==> config.mk <==
export PLATFORM = sky130hd
export DESIGN_NAME = qin_notify
export DESIGN_NICKNAME = d
export VERILOG_FILES = /design/src/hdl/qin_pkg.sv /design/src/hdl/qin_msg_sender.sv /design/src/hdl/qin_notify.sv
export SDC_FILE = /design/constraint.sdc
export NUM_CORES = 1
export LEC_CHECK = 0
export BUFFER_PORTS_ARGS = -buffer_cell sky130_fd_sc_hd__clkbuf_2
export CAP_MARGIN = 20
export CORE_UTILIZATION = 25
export CTS_CLUSTER_DIAMETER = 150
export DETAILED_ROUTE_END_ITERATION = 6
export MAX_ROUTING_LAYER = met4
export REMOVE_ABC_BUFFERS = 1
export SYNTH_ARGS = -nofsm -noshare
export SYNTH_HDL_FRONTEND = slang
export SYNTH_SLANG_ARGS = --single-unit
==> constraint.sdc <==
create_clock -name clock -period 2.06 [get_ports clock]
set_clock_uncertainty 0.05 [all_clocks]
set_input_delay 0.206 -clock clock [delete_from_list [all_inputs] [get_ports clock]]
set_output_delay 0.206 -clock clock [all_outputs]
set_load 0.005 [all_outputs]
==> src/hdl/qin_pkg.sv <==
package qin_pkg;
   localparam int unsigned NUM_QUEUES = 4;
   localparam int unsigned QIDX_W = 2;
   localparam int unsigned VEC_W = 16;
   localparam int unsigned ADDR_W = 8;
   localparam int unsigned DATA_W = 32;
   localparam int unsigned PFN_W = 32;
   localparam int unsigned RING_ADDR_W = 44;
   localparam int unsigned PAGE_SHIFT = 12;
   localparam logic [RING_ADDR_W-1:0] PAGE_BYTES = 44'h00000001000;
   localparam logic [VEC_W-1:0] UNMAPPED_VECTOR_CODE = 16'hFFFF;
   localparam logic [15:0] QUEUE_SIZE_DEFAULT = 16'h0100;
   localparam int unsigned CAUSE_USED_BIT = 0;
   localparam int unsigned CAUSE_CFG_BIT = 1;
   localparam logic [1:0] CAUSE_RESET = 2'h0;

   // register offsets (byte addresses)
   localparam logic [ADDR_W-1:0] OFF_QUEUE_SELECT = 8'h00;
   localparam logic [ADDR_W-1:0] OFF_RING_PAGE_FRAME = 8'h04;
   localparam logic [ADDR_W-1:0] OFF_QUEUE_SIZE = 8'h08;
   localparam logic [ADDR_W-1:0] OFF_DOORBELL_INDEX = 8'h0C;
   localparam logic [ADDR_W-1:0] OFF_CAUSE_FLAGS = 8'h10;
   localparam logic [ADDR_W-1:0] OFF_CONFIG_VECTOR = 8'h14;
   localparam logic [ADDR_W-1:0] OFF_QUEUE_VECTOR = 8'h18;
   localparam logic [ADDR_W-1:0] OFF_CONTROL = 8'h1C;
   localparam logic [ADDR_W-1:0] OFF_IRQ_STATUS = 8'h20;
   localparam logic [ADDR_W-1:0] OFF_IRQ_MASK = 8'h24;

   localparam int unsigned CTRL_MSIX_BIT = 0;
   localparam int unsigned NUM_EVENTS = 3;
   localparam int unsigned EV_DOORBELL = 0;
   localparam int unsigned EV_MSG_SENT = 1;
   localparam int unsigned EV_SUPPRESSED = 2;
   localparam logic [NUM_EVENTS-1:0] IRQ_MASK_RESET = 3'h0;
endpackage

==> src/hdl/qin_msg_sender.sv <==
`timescale 1ns/10ps
// single-entry message slot: holds one vector until the sink accepts it
module qin_msg_sender (
   input wire logic clock,
   input wire logic rst_n,
   input wire logic load,
   input wire logic [qin_pkg::VEC_W-1:0] load_vector,
   output logic busy,
   output logic msg_valid,
   output logic [qin_pkg::VEC_W-1:0] msg_vector,
   input wire logic msg_ready
);
   typedef struct packed {
      logic valid;
      logic [qin_pkg::VEC_W-1:0] vector;
   } qin_msg_state_t;

   qin_msg_state_t state;
   qin_msg_state_t next_state;

   always_comb begin
      next_state = state;
      if (state.valid && msg_ready) begin
         next_state.valid = 1'b0;
      end
      if (load && !next_state.valid) begin
         next_state.valid = 1'b1;
         next_state.vector = load_vector;
      end
   end

   always_ff @(posedge clock) begin
      if (!rst_n) begin
         state <= '0;
      end else begin
         state <= next_state;
      end
   end

   assign busy = state.valid;
   assign msg_valid = state.valid;
   assign msg_vector = state.vector;

   property p_msg_hold;
      @(posedge clock) disable iff (!rst_n)
      msg_valid && !msg_ready |=> msg_valid && $stable(msg_vector);
   endproperty
   a_msg_hold: assert property (p_msg_hold) else $error("message dropped");
endmodule

==> src/hdl/qin_notify.sv <==
// Our own choices: the address map and the address-and-strobe port.
`timescale 1ns/10ps
// Notes on behaviour
// - legacy queue memory is page aligned and page sized, 4096 bytes
// - ring base equals page frame number times 4096
// - reported queue size is the size in use; no negotiation
// - doorbell write of a queue index flags that queue as having work
// - queue event without message interrupts sets cause bit 0, raises line
// - queue event with message interrupts sends message on queue vector
// - unmapped queue vector suppresses queue interrupts under messages
// - config change without message interrupts sets cause bit 1, raises line
// - config change with message interrupts sends message on config vector
// - unmapped config vector suppresses config interrupts under messages
// - one interrupt may carry both queue and config causes
// - reading cause flags returns them and clears them
// - unmapped vector code is FFFF
// - cause flags unused while message interrupts are enabled
// - reset leaves every vector unmapped
module qin_notify (
   input wire logic clock,
   input wire logic rst_n,
   input wire logic [qin_pkg::ADDR_W-1:0] reg_addr,
   input wire logic [qin_pkg::DATA_W-1:0] reg_wdata,
   input wire logic reg_write,
   input wire logic reg_read,
   output logic [qin_pkg::DATA_W-1:0] reg_rdata,
   input wire logic used_event,
   input wire logic [qin_pkg::QIDX_W-1:0] used_queue,
   input wire logic config_event,
   output logic [qin_pkg::NUM_QUEUES-1:0] queue_work,
   input wire logic [qin_pkg::NUM_QUEUES-1:0] queue_work_clear,
   output logic [qin_pkg::RING_ADDR_W-1:0] ring_base,
   output logic pci_irq,
   output logic msg_valid,
   output logic [qin_pkg::VEC_W-1:0] msg_vector,
   input wire logic msg_ready,
   output logic irq
);
   typedef struct packed {
      logic [qin_pkg::QIDX_W-1:0] queue_select;
      logic [qin_pkg::NUM_QUEUES-1:0][qin_pkg::PFN_W-1:0] page_frame;
      logic [qin_pkg::NUM_QUEUES-1:0][qin_pkg::VEC_W-1:0] queue_vector;
      logic [qin_pkg::VEC_W-1:0] config_vector;
      logic [qin_pkg::NUM_QUEUES-1:0] work;
      logic [qin_pkg::NUM_QUEUES-1:0] queue_pending;
      logic config_pending;
      logic [1:0] cause;
      logic msix_enable;
      logic [qin_pkg::NUM_EVENTS-1:0] irq_status;
      logic [qin_pkg::NUM_EVENTS-1:0] irq_mask;
      logic [qin_pkg::DATA_W-1:0] rdata;
   } qin_state_t;

   qin_state_t state;
   qin_state_t next_state;

   logic busy;
   logic load;
   logic [qin_pkg::VEC_W-1:0] load_vector;
   logic [qin_pkg::VEC_W-1:0] used_vec;
   logic used_mapped;
   logic cfg_mapped;
   logic [qin_pkg::NUM_EVENTS-1:0] ev;
   logic [qin_pkg::NUM_QUEUES-1:0] q_mapped;
   logic [qin_pkg::NUM_QUEUES-1:0] q_ready;
   logic [qin_pkg::NUM_QUEUES-1:0] q_taken;
   logic [qin_pkg::QIDX_W-1:0] q_pick;
   logic cfg_taken;

   function automatic logic is_mapped(input logic [qin_pkg::VEC_W-1:0] v);
      return v != qin_pkg::UNMAPPED_VECTOR_CODE;
   endfunction

   function automatic logic hit(input logic [qin_pkg::ADDR_W-1:0] a,
                                input logic [qin_pkg::ADDR_W-1:0] off);
      return a == off;
   endfunction

   // lowest waiting queue goes first
   function automatic logic [qin_pkg::QIDX_W-1:0] first_set(
         input logic [qin_pkg::NUM_QUEUES-1:0] m);
      logic [qin_pkg::QIDX_W-1:0] idx;
      idx = '0;
      for (int i = qin_pkg::NUM_QUEUES - 1; i >= 0; i--) begin
         if (m[i]) begin
            idx = i[qin_pkg::QIDX_W-1:0];
         end
      end
      return idx;
   endfunction

   assign used_vec = state.queue_vector[used_queue];
   assign used_mapped = is_mapped(used_vec);
   assign cfg_mapped = is_mapped(state.config_vector);
   assign q_pick = first_set(q_ready);

   for (genvar i = 0; i < qin_pkg::NUM_QUEUES; i++) begin : g_queue
      assign q_mapped[i] = is_mapped(state.queue_vector[i]);
      assign q_ready[i] = state.queue_pending[i] && q_mapped[i];
   end

   // new queue event first, then config, then queues left waiting
   always_comb begin
      load = 1'b0;
      load_vector = state.config_vector;
      q_taken = '0;
      cfg_taken = 1'b0;
      if (state.msix_enable && !busy) begin
         if (used_event && used_mapped) begin
            load = 1'b1;
            load_vector = used_vec;
            q_taken[used_queue] = 1'b1;
         end else if ((config_event || state.config_pending) && cfg_mapped) begin
            load = 1'b1;
            load_vector = state.config_vector;
            cfg_taken = 1'b1;
         end else if (|q_ready) begin
            load = 1'b1;
            load_vector = state.queue_vector[q_pick];
            q_taken[q_pick] = 1'b1;
         end
      end
   end

   qin_msg_sender u_sender (
      .clock(clock),
      .rst_n(rst_n),
      .load(load),
      .load_vector(load_vector),
      .busy(busy),
      .msg_valid(msg_valid),
      .msg_vector(msg_vector),
      .msg_ready(msg_ready)
   );

   always_comb begin
      ev = '0;
      ev[qin_pkg::EV_DOORBELL] = reg_write &&
         hit(reg_addr, qin_pkg::OFF_DOORBELL_INDEX);
      ev[qin_pkg::EV_MSG_SENT] = msg_valid && msg_ready;
      ev[qin_pkg::EV_SUPPRESSED] = state.msix_enable &&
         ((used_event && !used_mapped) || (config_event && !cfg_mapped));
   end

   always_comb begin
      next_state = state;
      next_state.rdata = '0;
      next_state.work = state.work & ~queue_work_clear;
      if (reg_read) begin
         unique case (reg_addr)
            qin_pkg::OFF_QUEUE_SELECT:
               next_state.rdata = {{(qin_pkg::DATA_W-qin_pkg::QIDX_W){1'b0}},
                                   state.queue_select};
            qin_pkg::OFF_RING_PAGE_FRAME:
               next_state.rdata = state.page_frame[state.queue_select];
            qin_pkg::OFF_QUEUE_SIZE:
               next_state.rdata = {16'h0000, qin_pkg::QUEUE_SIZE_DEFAULT};
            qin_pkg::OFF_CAUSE_FLAGS: begin
               next_state.rdata = {30'h0, state.cause};
               next_state.cause = qin_pkg::CAUSE_RESET;
            end
            qin_pkg::OFF_CONFIG_VECTOR:
               next_state.rdata = {16'h0000, state.config_vector};
            qin_pkg::OFF_QUEUE_VECTOR:
               next_state.rdata = {16'h0000,
                                   state.queue_vector[state.queue_select]};
            qin_pkg::OFF_CONTROL:
               next_state.rdata = {31'h0, state.msix_enable};
            qin_pkg::OFF_IRQ_STATUS:
               next_state.rdata = {29'h0, state.irq_status};
            qin_pkg::OFF_IRQ_MASK:
               next_state.rdata = {29'h0, state.irq_mask};
            default:
               next_state.rdata = '0;
         endcase
      end
      if (reg_write) begin
         unique case (reg_addr)
            qin_pkg::OFF_QUEUE_SELECT:
               next_state.queue_select = reg_wdata[qin_pkg::QIDX_W-1:0];
            qin_pkg::OFF_RING_PAGE_FRAME:
               next_state.page_frame[state.queue_select] = reg_wdata;
            qin_pkg::OFF_DOORBELL_INDEX:
               if (reg_wdata[15:0] < 16'(qin_pkg::NUM_QUEUES)) begin
                  next_state.work[reg_wdata[qin_pkg::QIDX_W-1:0]] = 1'b1;
               end
            qin_pkg::OFF_CONFIG_VECTOR:
               next_state.config_vector = reg_wdata[qin_pkg::VEC_W-1:0];
            qin_pkg::OFF_QUEUE_VECTOR:
               next_state.queue_vector[state.queue_select] =
                  reg_wdata[qin_pkg::VEC_W-1:0];
            qin_pkg::OFF_CONTROL:
               next_state.msix_enable = reg_wdata[qin_pkg::CTRL_MSIX_BIT];
            qin_pkg::OFF_IRQ_STATUS:
               next_state.irq_status = state.irq_status &
                  ~reg_wdata[qin_pkg::NUM_EVENTS-1:0];
            qin_pkg::OFF_IRQ_MASK:
               next_state.irq_mask = reg_wdata[qin_pkg::NUM_EVENTS-1:0];
            default: ;
         endcase
      end
      // an event that finds the slot busy waits here instead of being lost
      next_state.queue_pending = state.queue_pending & q_mapped & ~q_taken;
      next_state.config_pending = state.config_pending && cfg_mapped &&
         !cfg_taken;
      if (state.msix_enable) begin
         if (used_event && used_mapped && !q_taken[used_queue]) begin
            next_state.queue_pending[used_queue] = 1'b1;
         end
         if (config_event && cfg_mapped && !cfg_taken) begin
            next_state.config_pending = 1'b1;
         end
      end else begin
         next_state.queue_pending = '0;
         next_state.config_pending = 1'b0;
      end
      // set wins over clear; both causes may share one line interrupt
      if (!state.msix_enable) begin
         if (used_event) begin
            next_state.cause[qin_pkg::CAUSE_USED_BIT] = 1'b1;
         end
         if (config_event) begin
            next_state.cause[qin_pkg::CAUSE_CFG_BIT] = 1'b1;
         end
      end
      next_state.irq_status = next_state.irq_status | ev;
   end

   always_ff @(posedge clock) begin
      if (!rst_n) begin
         state <= '0;
         state.queue_vector <= {qin_pkg::NUM_QUEUES{
            qin_pkg::UNMAPPED_VECTOR_CODE}};
         state.config_vector <= qin_pkg::UNMAPPED_VECTOR_CODE;
         state.irq_mask <= qin_pkg::IRQ_MASK_RESET;
         state.cause <= qin_pkg::CAUSE_RESET;
      end else begin
         state <= next_state;
      end
   end

   assign reg_rdata = state.rdata;
   assign queue_work = state.work;
   // page number shifted up by the 4096-byte page
   assign ring_base = {state.page_frame[state.queue_select],
                       {qin_pkg::PAGE_SHIFT{1'b0}}};
   assign pci_irq = |state.cause && !state.msix_enable;
   assign irq = |(state.irq_status & state.irq_mask);

   property p_cause_used;
      @(posedge clock) disable iff (!rst_n)
      used_event && !state.msix_enable |=>
         state.cause[qin_pkg::CAUSE_USED_BIT] && pci_irq;
   endproperty
   a_cause_used: assert property (p_cause_used)
      else $error("queue cause not set");

   property p_cause_cfg;
      @(posedge clock) disable iff (!rst_n)
      config_event && !state.msix_enable |=>
         state.cause[qin_pkg::CAUSE_CFG_BIT] && pci_irq;
   endproperty
   a_cause_cfg: assert property (p_cause_cfg)
      else $error("config cause not set");

   property p_queue_msg;
      @(posedge clock) disable iff (!rst_n)
      used_event && state.msix_enable && used_mapped && !busy
      |=> msg_valid && msg_vector == $past(used_vec);
   endproperty
   a_queue_msg: assert property (p_queue_msg)
      else $error("queue message missing");

   property p_queue_sup;
      @(posedge clock) disable iff (!rst_n)
      load |-> is_mapped(load_vector) && state.msix_enable;
   endproperty
   a_queue_sup: assert property (p_queue_sup)
      else $error("unmapped vector sent");

   property p_cfg_msg;
      @(posedge clock) disable iff (!rst_n)
      config_event && !used_event && state.msix_enable && cfg_mapped && !busy
      |=> msg_valid && msg_vector == $past(state.config_vector);
   endproperty
   a_cfg_msg: assert property (p_cfg_msg)
      else $error("config message missing");

   property p_read_clear;
      @(posedge clock) disable iff (!rst_n)
      reg_read && reg_addr == qin_pkg::OFF_CAUSE_FLAGS && !used_event &&
      !config_event |=> state.cause == qin_pkg::CAUSE_RESET &&
      reg_rdata[1:0] == $past(state.cause);
   endproperty
   a_read_clear: assert property (p_read_clear)
      else $error("cause not cleared by read");

   property p_msix_quiet;
      @(posedge clock) disable iff (!rst_n)
      state.msix_enable && state.cause == qin_pkg::CAUSE_RESET |=>
         state.cause == qin_pkg::CAUSE_RESET || !$past(state.msix_enable);
   endproperty
   a_msix_quiet: assert property (p_msix_quiet)
      else $error("cause used under messages");

   property p_line;
      @(posedge clock) disable iff (!rst_n)
      pci_irq |-> state.cause != qin_pkg::CAUSE_RESET;
   endproperty
   a_line: assert property (p_line)
      else $error("line without cause");

   property p_doorbell;
      @(posedge clock) disable iff (!rst_n)
      reg_write && reg_addr == qin_pkg::OFF_DOORBELL_INDEX &&
      reg_wdata[15:0] < 16'(qin_pkg::NUM_QUEUES) |=>
         queue_work[$past(reg_wdata[qin_pkg::QIDX_W-1:0])];
   endproperty
   a_doorbell: assert property (p_doorbell)
      else $error("doorbell lost");

   property p_cfg_pending;
      @(posedge clock) disable iff (!rst_n)
      config_event && state.msix_enable && cfg_mapped && !cfg_taken
      |=> state.config_pending;
   endproperty
   a_cfg_pending: assert property (p_cfg_pending)
      else $error("config message lost");

   property p_pending_off;
      @(posedge clock) disable iff (!rst_n)
      !state.msix_enable |=>
         !state.config_pending && state.queue_pending == '0;
   endproperty
   a_pending_off: assert property (p_pending_off)
      else $error("message waiting without message interrupts");

   property p_sup_flag;
      @(posedge clock) disable iff (!rst_n)
      state.msix_enable && used_event && !used_mapped |=>
         state.irq_status[qin_pkg::EV_SUPPRESSED];
   endproperty
   a_sup_flag: assert property (p_sup_flag)
      else $error("suppressed event not flagged");

   property p_rdata_idle;
      @(posedge clock) disable iff (!rst_n)
      !reg_read |=> reg_rdata == '0;
   endproperty
   a_rdata_idle: assert property (p_rdata_idle)
      else $error("read data outside read cycle");
endmodule

Word level (Yosys, flattened, before mapping)
Index checks and enable logic that the tools add are counted.
{"block": "totals", "register_bits": 277, "latchBits": 0, "ramBits": 0, "mem_bits_ro": 0, "output_inout_bits": 99, "mem_count": 0}
{"block": "classes", "add_sub_neg": 0, "multipliers": 0, "div": 0, "magnitude_cmp": 9, "n_eq_ne": 15, "n_shift": 0, "muxes": 57, "bitwise_logic": 11, "reduce_logical": 44}
{"operator": "32-bit one-hot mux with 9 select lines", "n": 1}
{"operator": "128-bit bitwise mux", "n": 1}
{"operator": "16-bit two-way mux", "n": 8}
{"operator": "16-bit binary-select mux with 2-bit select", "n": 3}
{"operator": "16-bit inequality test, second input constant", "n": 6}
{"operator": "32-bit binary-select mux with 2-bit select", "n": 1}
{"operator": "64-bit bitwise mux", "n": 1}
{"operator": "32-bit demux with 2-bit select", "n": 1}
{"operator": "32-bit two-way mux", "n": 2}
{"operator": "16-bit demux with 2-bit select", "n": 1}
{"operator": "8-bit by 5-bit == test with 1-bit output, second input constant", "n": 4}
{"operator": "4-bit two-way mux", "n": 8}
{"operator": "1-bit logical AND", "n": 23}
{"operator": "17-bit two-way mux", "n": 1}
{"operator": "8-bit by 4-bit == test with 1-bit output, second input constant", "n": 2}
{"operator": "8-bit by 6-bit == test with 1-bit output, second input constant", "n": 2}
{"operator": "16-bit by 3-bit < comparator with 1-bit output, second input constant", "n": 1}
{"operator": "2-bit AND reduction", "n": 8}
{"operator": "1-bit two-way mux", "n": 15}
{"operator": "2-bit two-way mux", "n": 7}
{"operator": "4-bit AND", "n": 3}
{"operator": "2-bit by 3-bit < comparator with 1-bit output, second input constant", "n": 4}
{"operator": "8-bit by 3-bit == test with 1-bit output, second input constant", "n": 1}
{"operator": "2-bit by 1-bit >= comparator with 1-bit output, second input constant", "n": 4}
{"operator": "other kinds (15)", "n": 28}

Longest topological paths before layout
Gate-level depths: netlist of run 1.
{"block": "depth", "ltp_word": 19, "mapped_depth": 9, "depth_no_buf": 6}

Modules after synthesis
Synthesis of run 1 repeated with hierarchy kept, for this count alone.
{"block": "unflattened", "cells_unflattened": 1505, "area_unflattened_um2": 13265.2}
{"module": "qin_notify", "n_inst": 1, "cells_per_inst": 1430, "area_per_inst_um2": 12555.8, "seq_area_each_um2": 5205.0}
{"module": "qin_msg_sender", "n_inst": 1, "cells_per_inst": 75, "area_per_inst_um2": 709.4, "seq_area_each_um2": 340.3}

Worst setup path after synthesis of run 1
Ideal clock, no wire load.
{"block": "synth_timing", "path_kind": "reg-to-reg", "start": "register state[128] (netlist name)", "end": "register u_sender.state (netlist bit u_sender.msg_vector[10])", "setup_time_ps": 121, "arrival_time_ps": 1989, "required_time_ps": 1889, "path_slack_ps": -100, "path_stages_with_launch": 8, "path_buffers": 1, "path_cell_list": "dfxtp_1 > nand4_1 > o41ai_1 > nor4b_1 > nor2_1 > clkbuf_1 > a211oi_1 > o2bb2ai_1"}
{"block": "synth_between", "elab_chain_cells": 12, "elab_cells_between_ends": 22, "classes_between": "eq/ne (2); mux (16); reduce/logical (4)"}
{"element": "start: declaration", "line_no": "qin_notify.sv:54", "rtl": "qin_state_t state;"}
{"element": "start signal: assignment", "line_no": "qin_notify.sv:238", "rtl": "state <= next_state;"}
{"element": "16-bit inequality test", "line_no": "qin_notify.sv:71", "rtl": "return v != qin_pkg::UNMAPPED_VECTOR_CODE;"}
{"element": "1-bit logical AND", "line_no": "qin_notify.sv:99", "rtl": "assign q_ready[i] = state.queue_pending[i] && q_mapped[i];"}
{"element": "2-bit two-way mux (4 in a row)", "line_no": "qin_notify.sv:85", "rtl": "if (m[i]) begin"}
{"element": "16-bit binary-select mux with 2-bit select", "line_no": "qin_notify.sv:119", "rtl": "load_vector = state.queue_vector[q_pick];"}
{"element": "16-bit two-way mux (not written as such)", "line_no": "qin_notify.sv:119"}
{"element": "16-bit two-way mux", "line_no": "qin_notify.sv:117", "rtl": "end else if (|q_ready) begin"}
{"element": "16-bit two-way mux", "line_no": "qin_notify.sv:113", "rtl": "end else if ((config_event || state.config_pending) && cfg_mapped) begin"}
{"element": "16-bit two-way mux", "line_no": "qin_notify.sv:109", "rtl": "if (used_event && used_mapped) begin"}
{"element": "16-bit two-way mux", "line_no": "qin_notify.sv:108", "rtl": "if (state.msix_enable && !busy) begin"}
{"element": "end signal: assignment", "line_no": "qin_msg_sender.sv:36", "rtl": "state <= next_state;"}
{"element": "end: declaration", "line_no": "qin_msg_sender.sv:18", "rtl": "qin_msg_state_t state;"}
Several ways; a longest one is shown, not always the timed one. The select of a mux whose other input is x is not followed.
A chain may end at the register's enable or synchronous reset.

Worst setup path after layout of run 1
{"block": "layout_timing", "start": "register state[93] (netlist name)", "end": "register u_sender.state (netlist bit u_sender.msg_vector[12])"}
{"block": "layout_between", "elab_chain_cells": 10, "elab_cells_between_ends": 20, "classes_between": "eq/ne (2); mux (14); reduce/logical (4)"}
{"element": "16-bit inequality test", "line_no": "qin_notify.sv:71"}
{"element": "1-bit logical AND", "line_no": "qin_notify.sv:99"}
{"element": "2-bit two-way mux (2 in a row)", "line_no": "qin_notify.sv:85"}
{"element": "16-bit binary-select mux with 2-bit select", "line_no": "qin_notify.sv:119"}
{"element": "16-bit two-way mux (not written as such)", "line_no": "qin_notify.sv:119"}
{"element": "16-bit two-way mux", "line_no": "qin_notify.sv:117"}
{"element": "16-bit two-way mux", "line_no": "qin_notify.sv:113"}
{"element": "16-bit two-way mux", "line_no": "qin_notify.sv:109"}
{"element": "16-bit two-way mux", "line_no": "qin_notify.sv:108"}
Several ways; a longest one is shown, not always the timed one. The select of a mux whose other input is x is not followed.

==> flow_summary.yaml, run 1 <==
global_routing:
  gr-total-overflow: 0
  grt_usage_pct: 18.6
  grt_max_degree: 98
  grt_pass1_wl_um: 74400
  grt_pass1_vias: 12100
  antenna_found_initial: 1
clock_network:
  cts_tree: "yes"
  cts.path.max_buffers: 3
  clk_pin_slew_worst_paths_ns: 0.06
  root_buffer: "clkbuf_16"
  htreeDepth: 2
  worstSkewPairLatency_ns: 0.54
  clock_sinks: 277
  numCtsBuffers: 34
synthesis:
  muxShareOfSynthArea_pct: 11.4
  syn_inst: 1524
  yosys.area_share.adder_pct: 0
  synth_top_area_share_pct: 42.2
  synth_flop_cell: "dfxtp_1"
  synth_area_per_cell_sq_um: 8.63
  synth-edff-count: 0
  synth_top_family_by_area: "simple AND/OR/NAND/NOR gates"
  yosys.area_share.simple_pct: 23.7
  async_flop_share_pct: 0
  yosys.cell_types.count: 51
  synth.cell_area_sq_mm: 0.0132
  synth_top_area_cell: "dfxtp_1"
  ys_ff_latch: 277
  synth_xor_area_share_pct: 0
  seq_area_frac_synth_pct: 42.2
  synth_compound_area_share_pct: 15.7
  ys_warn_count: 0
  yosysMostFrequentCell: "nand2_1"
  ys_top_cells_by_area: "dfxtp_1 42%, nand2_1 13%, mux4_2 11%"
  synth_common_cells: "447 x nand2_1, 277 x dfxtp_1, 135 x a21boi_0, 130 x nand3_1, 109 x clkbuf_1"
floorplanning:
  dieArea_sq_mm: 0.0535
  initial_utilization_pct: 25.5
  dieWidth_um: 231
  ios: 152
  die_h_um: 231
  rows: 83
  core_area_sq_mm: 0.0516
cells_and_area:
  final_cells: 2524
  syn_to_final_growth_pct: 39.8
  stdcell_area_sq_mm: 0.0184
  fin_nets: 1872
  n_fill_cell: 5215
  final_core_util_pct: 35.6
  drive_gt1_share_pct: 34.1
  ff_latch_area_sq_mm: 0.00561
  multi_input_area_sq_mm: 0.00714
drt:
  drt-wirelength-per-cell_um: 19.9
  drtPass1Iterations: 7
  detail_route.iter0.violations: 1100
  drc_errors: 0
  viasPerCell: 5.00
  num_vias: 12600
  antenna_left: 0
  routed_wl_um: 50100
sta:
  final.setup.worst_slack_ns: -0.227
  finalSetupViolations: 57
  maxSlewViolCount: 0
  fmax_ghz: 0.437
  worst_pin_slew_ns: 0.621
  finalCriticalPeriod_ns: 2.29
  timing.hold.ws_ns: 0.0325
  rsz0062_at_grt: "yes"
  slew_headroom_pct: 58.2
  fin_tns_setup_ns: -7.31
  hold_violations: 0
  period_share_pct: 111
placed_design:
  placed_area_sq_mm: 0.0158
  place.gp.congestion: 0.908
  pre_cts_ws_ns: -0.291
  dpl.hpwl_um: 34000
  numPlacedInstances: 2380
  io_buffers: 139
pwr:
  powerDensity_mw_per_mm2: 638
  ir_drop_mv: 0.568
  p_leak_nw: 7.05
  total_power_mw: 11.7
critical_path:
  worst-path-max-fanout: 8
  crit_type: "flop to flop"
  reg2reg_to: "u_sender.msg_vector[12]"
  critPathLaunch: "state[93]"
  regToRegSetupSlack_ns: -0.23
  end_kind: "flop"
  r2r_start: "state[93]"
  arrival_ns: 2.70
  critPathCapture: "u_sender.msg_vector[12]"
  cp-start-kind: "flop"
  reg2reg_depth: 9
  worstPathRequired_ns: 2.48
hold_path:
  hold_path.class: "primary input to flop"
flow_run:
  maxCapViolCount: 0
outcome:
  violations: "negative setup slack"
  status: "complete, but fails checks"
[logic make-up (layout without fill, tap and decap cells)]
kind of cell / count (synthesis) / after routing
muxes: 69 / 69
AOI/OAI and AO/OA: 277 / 277
and+or+nand+nor: 716 / 716
buffers and inverters: 184 / 492
DFF: 277 / 277
other: 1 / 13
[timing repair]
item,in CTS,in global routing
hold buffers,25,0
gates cloned,7,4
endpoints found under the setup margin,53,153
resized for setup,103,98
pin swaps,33,26
buffers inserted,32,20
hold endpoints to repair,72,0
[layer usage]
| layer | wire length (um) | global-route usage [%] | vias to the layer above |
|---|---|---|---|
| met5 | 0 | - | - |
| met4 | 1110 | 5.42 | 0 |
| met3 | 4260 | 3.85 | 78 |
| met2 | 24000 | 29.8 | 550 |
| met1 | 20800 | 23.6 | 6119 |
| li1 | - | - | 5871 |
[power breakdown]
part | total, mW | switching (mW) | leakage, nW | internal [mW]
registers | 5.36 | 0.00452 | 2.21 | 5.36
clock network | 5.86 | 2.41 | 0.525 | 3.44
logic | 0.511 | 0.296 | 4.31 | 0.215
total | 11.7 | 2.71 | 7.05 | 9.02
[final cells by class]
class	instances	area share [%]
antenna	1	0.0136
clock buffer	49	5.32
clock inverter	11	0.545
inverter	4	0.0817
multi-input combinational	1074	38.8
sequential	277	30.5
tap	680	4.63
timing repair buffer	428	20.1
[critical path, cell delays in order, from the launching register on]
cell	delay, ns
dfxtp_2	0.33
buf_6	0.11
mux4_2	0.29
nand4_1	0.24
o41ai_4	0.44
buf_4	0.19
a31oi_4	0.09
nor2b_4	0.18
buf_6	0.17
o2bb2ai_1	0.11
[flip-flops by register name (all words and copies together), names as in the netlist]
| name | count |
|---|---|
| state | 224 |
| reg_rdata | 32 |
| u_sender.msg_vector | 16 |
| queue_work | 4 |
| u_sender.busy | 1 |
[worst min-delay path by stage]
stage                       from         end  slack (ns)  cells after the start
finish                     rst_n   state[67]        0.03                      2
floorplan                  rst_n  state[100]        0.23                      1
global placement      state[148]  state[148]        0.39                      2
global route        reg_wdata[9]  state[203]        0.05                      3
detailed placement    state[223]  state[223]        0.40                      2
CTS                 reg_wdata[9]  state[107]       0.002                      3
[layout by cell type (no fill, tap or decap), drive strengths merged, types with 3 or more instances in the layout]
cell type    synthesis  final
a211oi              16     16
a21boi             135    135
a21oi               16     16
a22o                17     17
a22oi               22     22
a31oi               19     19
and2                20     20
and3                 3      3
buf                 71    266
clkbuf             109    184
clkinv               0      7
conb                 1     12
dfxtp              277    277
dlygate4sd3          0     25
inv                  4      5
mux2i                5      5
mux4                64     64
nand2              447    447
nand2b               8      8
nand3              130    130
nand4               26     26
nor2                39     39
nor2b               14     14
nor3                10     10
nor4                10     10
o21ai               17     17
o2bb2ai             16     16
o41a                 3      3
o41ai                4      4
(Power assumes the default switching activity.)
==> run 2, diff against run 1 <==
- CORE_UTILIZATION: 25 -> 40
- PLACE_DENSITY_LB_ADDON: unset -> 0.25
==> flow_summary.yaml, run 2 (synthesis results as in run 1) <==
outcome:
  status: "complete, but fails checks"
  violations: "negative setup slack"
cells_and_area:
  most-common-layout-cells: "447 x nand2_1, 250 x dfxtp_1, 185 x buf_4"
  drive_gt1_share_pct: 31.5
  fin_nets: 1842
  final_common_cell: "nand2_1"
  largest_register_ffs: 224
  final_core_util_pct: 53.8
  regMostFlops: "state"
  syn_to_final_growth_pct: 32.9
clock_network:
  cts_tree: "yes"
  root_buffer: "clkbuf_16"
  numCtsBuffers: 34
  htreeDepth: 2
  cts.path.max_buffers: 3
  worstSkewPairLatency_ns: 0.52
  clock_sinks: 277
  clk_pin_slew_worst_paths_ns: 0.06
floorplanning:
  dieWidth_um: 183
  die_h_um: 183
  core_area_sq_mm: 0.0325
  initial_utilization_pct: 40.5
  dieArea_sq_mm: 0.0336
  rows: 66
  ios: 152
placed_design:
  place.gp.congestion: 0.988
  io_buffers: 139
  pre_cts_ws_ns: -0.381
  dpl.hpwl_um: 30400
critical_path:
  regToRegSetupSlack_ns: -0.22
  worstPathRequired_ns: 2.44
  crit_type: "flop to flop"
  reg2reg_depth: 8
  r2r_start: "state[92]"
  reg2reg_to: "u_sender.msg_vector[1]"
  arrival_ns: 2.66
  cp-start-kind: "flop"
  worst-path-max-fanout: 6
  end_kind: "flop"
drt:
  num_vias: 12500
  detail_route.iter0.violations: 1278
  drc_errors: 0
  antenna_left: 0
  viasPerCell: 5.56
  routed_wl_um: 45700
  drtPass1Iterations: 5
  drt-wirelength-per-cell_um: 20.3
global_routing:
  grt_max_degree: 102
  grt_usage_pct: 27.4
  grt_pass1_vias: 11700
  grt_pass1_wl_um: 68900
  gr-total-overflow: 0
  antenna_found_initial: 1
sta:
  hold_violations: 0
  worst_pin_slew_ns: 0.500
  rsz0062_at_grt: "yes"
  finalCriticalPeriod_ns: 2.28
  fmax_ghz: 0.439
  maxSlewViolCount: 0
  period_share_pct: 111
  slew_headroom_pct: 66.5
  final.setup.worst_slack_ns: -0.219
  finalSetupViolations: 52
hold_path:
  hold_path.class: "primary input to flop"
  worstHoldStart: "reg_addr[0]"
  min_to: "reg_rdata[8]"
  min_path_cells: 4
flow_run:
  maxCapViolCount: 0
pwr:
  p_leak_nw: 6.83
  powerDensity_mw_per_mm2: 665
  ir_drop_mv: 0.629
-- run 2: cell count changes in the layout (fill, tap and decap cells not counted), moves of 7 or more --
cell      change
a22oi_2       -7
dfxtp_2      -18
buf_6        -36
a211oi_2      +7
buf_4        +11
a22oi_1       +7
dfxtp_1      +18
-- run 2: worst max-delay path, cell delays in order, from the launching register on --
cell,delay [ns]
dfxtp_2,0.39
nand4_1,0.18
o41a_1,0.50
buf_4,0.19
nor4_4,0.25
buf_4,0.20
a22o_1,0.20
a211oi_4,0.08
o2bb2ai_1,0.16
-- run 2: area by class of cell --
| type | count | area [sq um] |
|---|---|---|
| antenna | 1 | 2.50 |
| multi-input combinational | 1074 | 7020 |
| inverter | 4 | 15.0 |
| tap | 442 | 553 |
| timing repair buffer | 398 | 3220 |
| clock buffer | 49 | 997 |
| sequential | 277 | 5580 |
| clock inverter | 9 | 77.6 |
| fill | 2989 | 15000 |
-- run 2: how the worst max path moves through the flow --
stage / start / to / slack (ns)
floorplan: state[64] / u_sender.msg_vector[14] / -2.79
global placement: used_queue[0] / u_sender.msg_vector[1] / -0.47
detailed placement: used_queue[0] / u_sender.msg_vector[14] / -0.38
CTS: state[71] / state[45] / -0.17
global route: state[114] / state[45] / -0.29
finish: state[92] / u_sender.msg_vector[1] / -0.22
-- run 2: repair_timing --
| action | 4_1_cts | 5_1_grt |
|---|---|---|
| gates cloned | 1 | 5 |
| setup endpoints to repair | 53 | 60 |
| pin swaps | 11 | 12 |
| buffers inserted | 29 | 15 |
| hold buffers | 21 | 0 |
| gates resized for setup | 48 | 62 |
| endpoints found under the hold margin | 70 | 0 |
-- run 2: where the power goes --
| part | internal [mW] | switching, mW | leakage, nW |
|---|---|---|---|
| Clock | 3.38 | 2.37 | 0.532 |
| Sequential | 5.36 | 0.00398 | 2.22 |
| Combinational | 0.206 | 0.293 | 4.07 |
-- run 2: layer usage --
| layer | up-vias | global-route usage (%) | wire, um |
|---|---|---|---|
| li1 | 5797 | - | - |
| met1 | 6075 | 36.3 | 19700 |
| met2 | 576 | 42.2 | 20900 |
| met3 | 90 | 4.67 | 3610 |
| met4 | 0 | 9.27 | 1480 |
| met5 | - | - | 0 |
-- run 2: stage by stage --
stage,hold slack (ns),instance area (sq um),std cells,power [mW],setup TNS (ns)
CTS,0.0153,17100,2234,11.7,-4.83
detailed placement,0.401,15400,2125,5.92,-10.35
finish,0.0213,17500,2254,11.6,-5.61
global placement,0.394,15400,2125,5.92,-8.33
global route,0.0277,17500,2254,12.0,-8.77
floorplan,0.228,12300,1355,5.60,-491.58
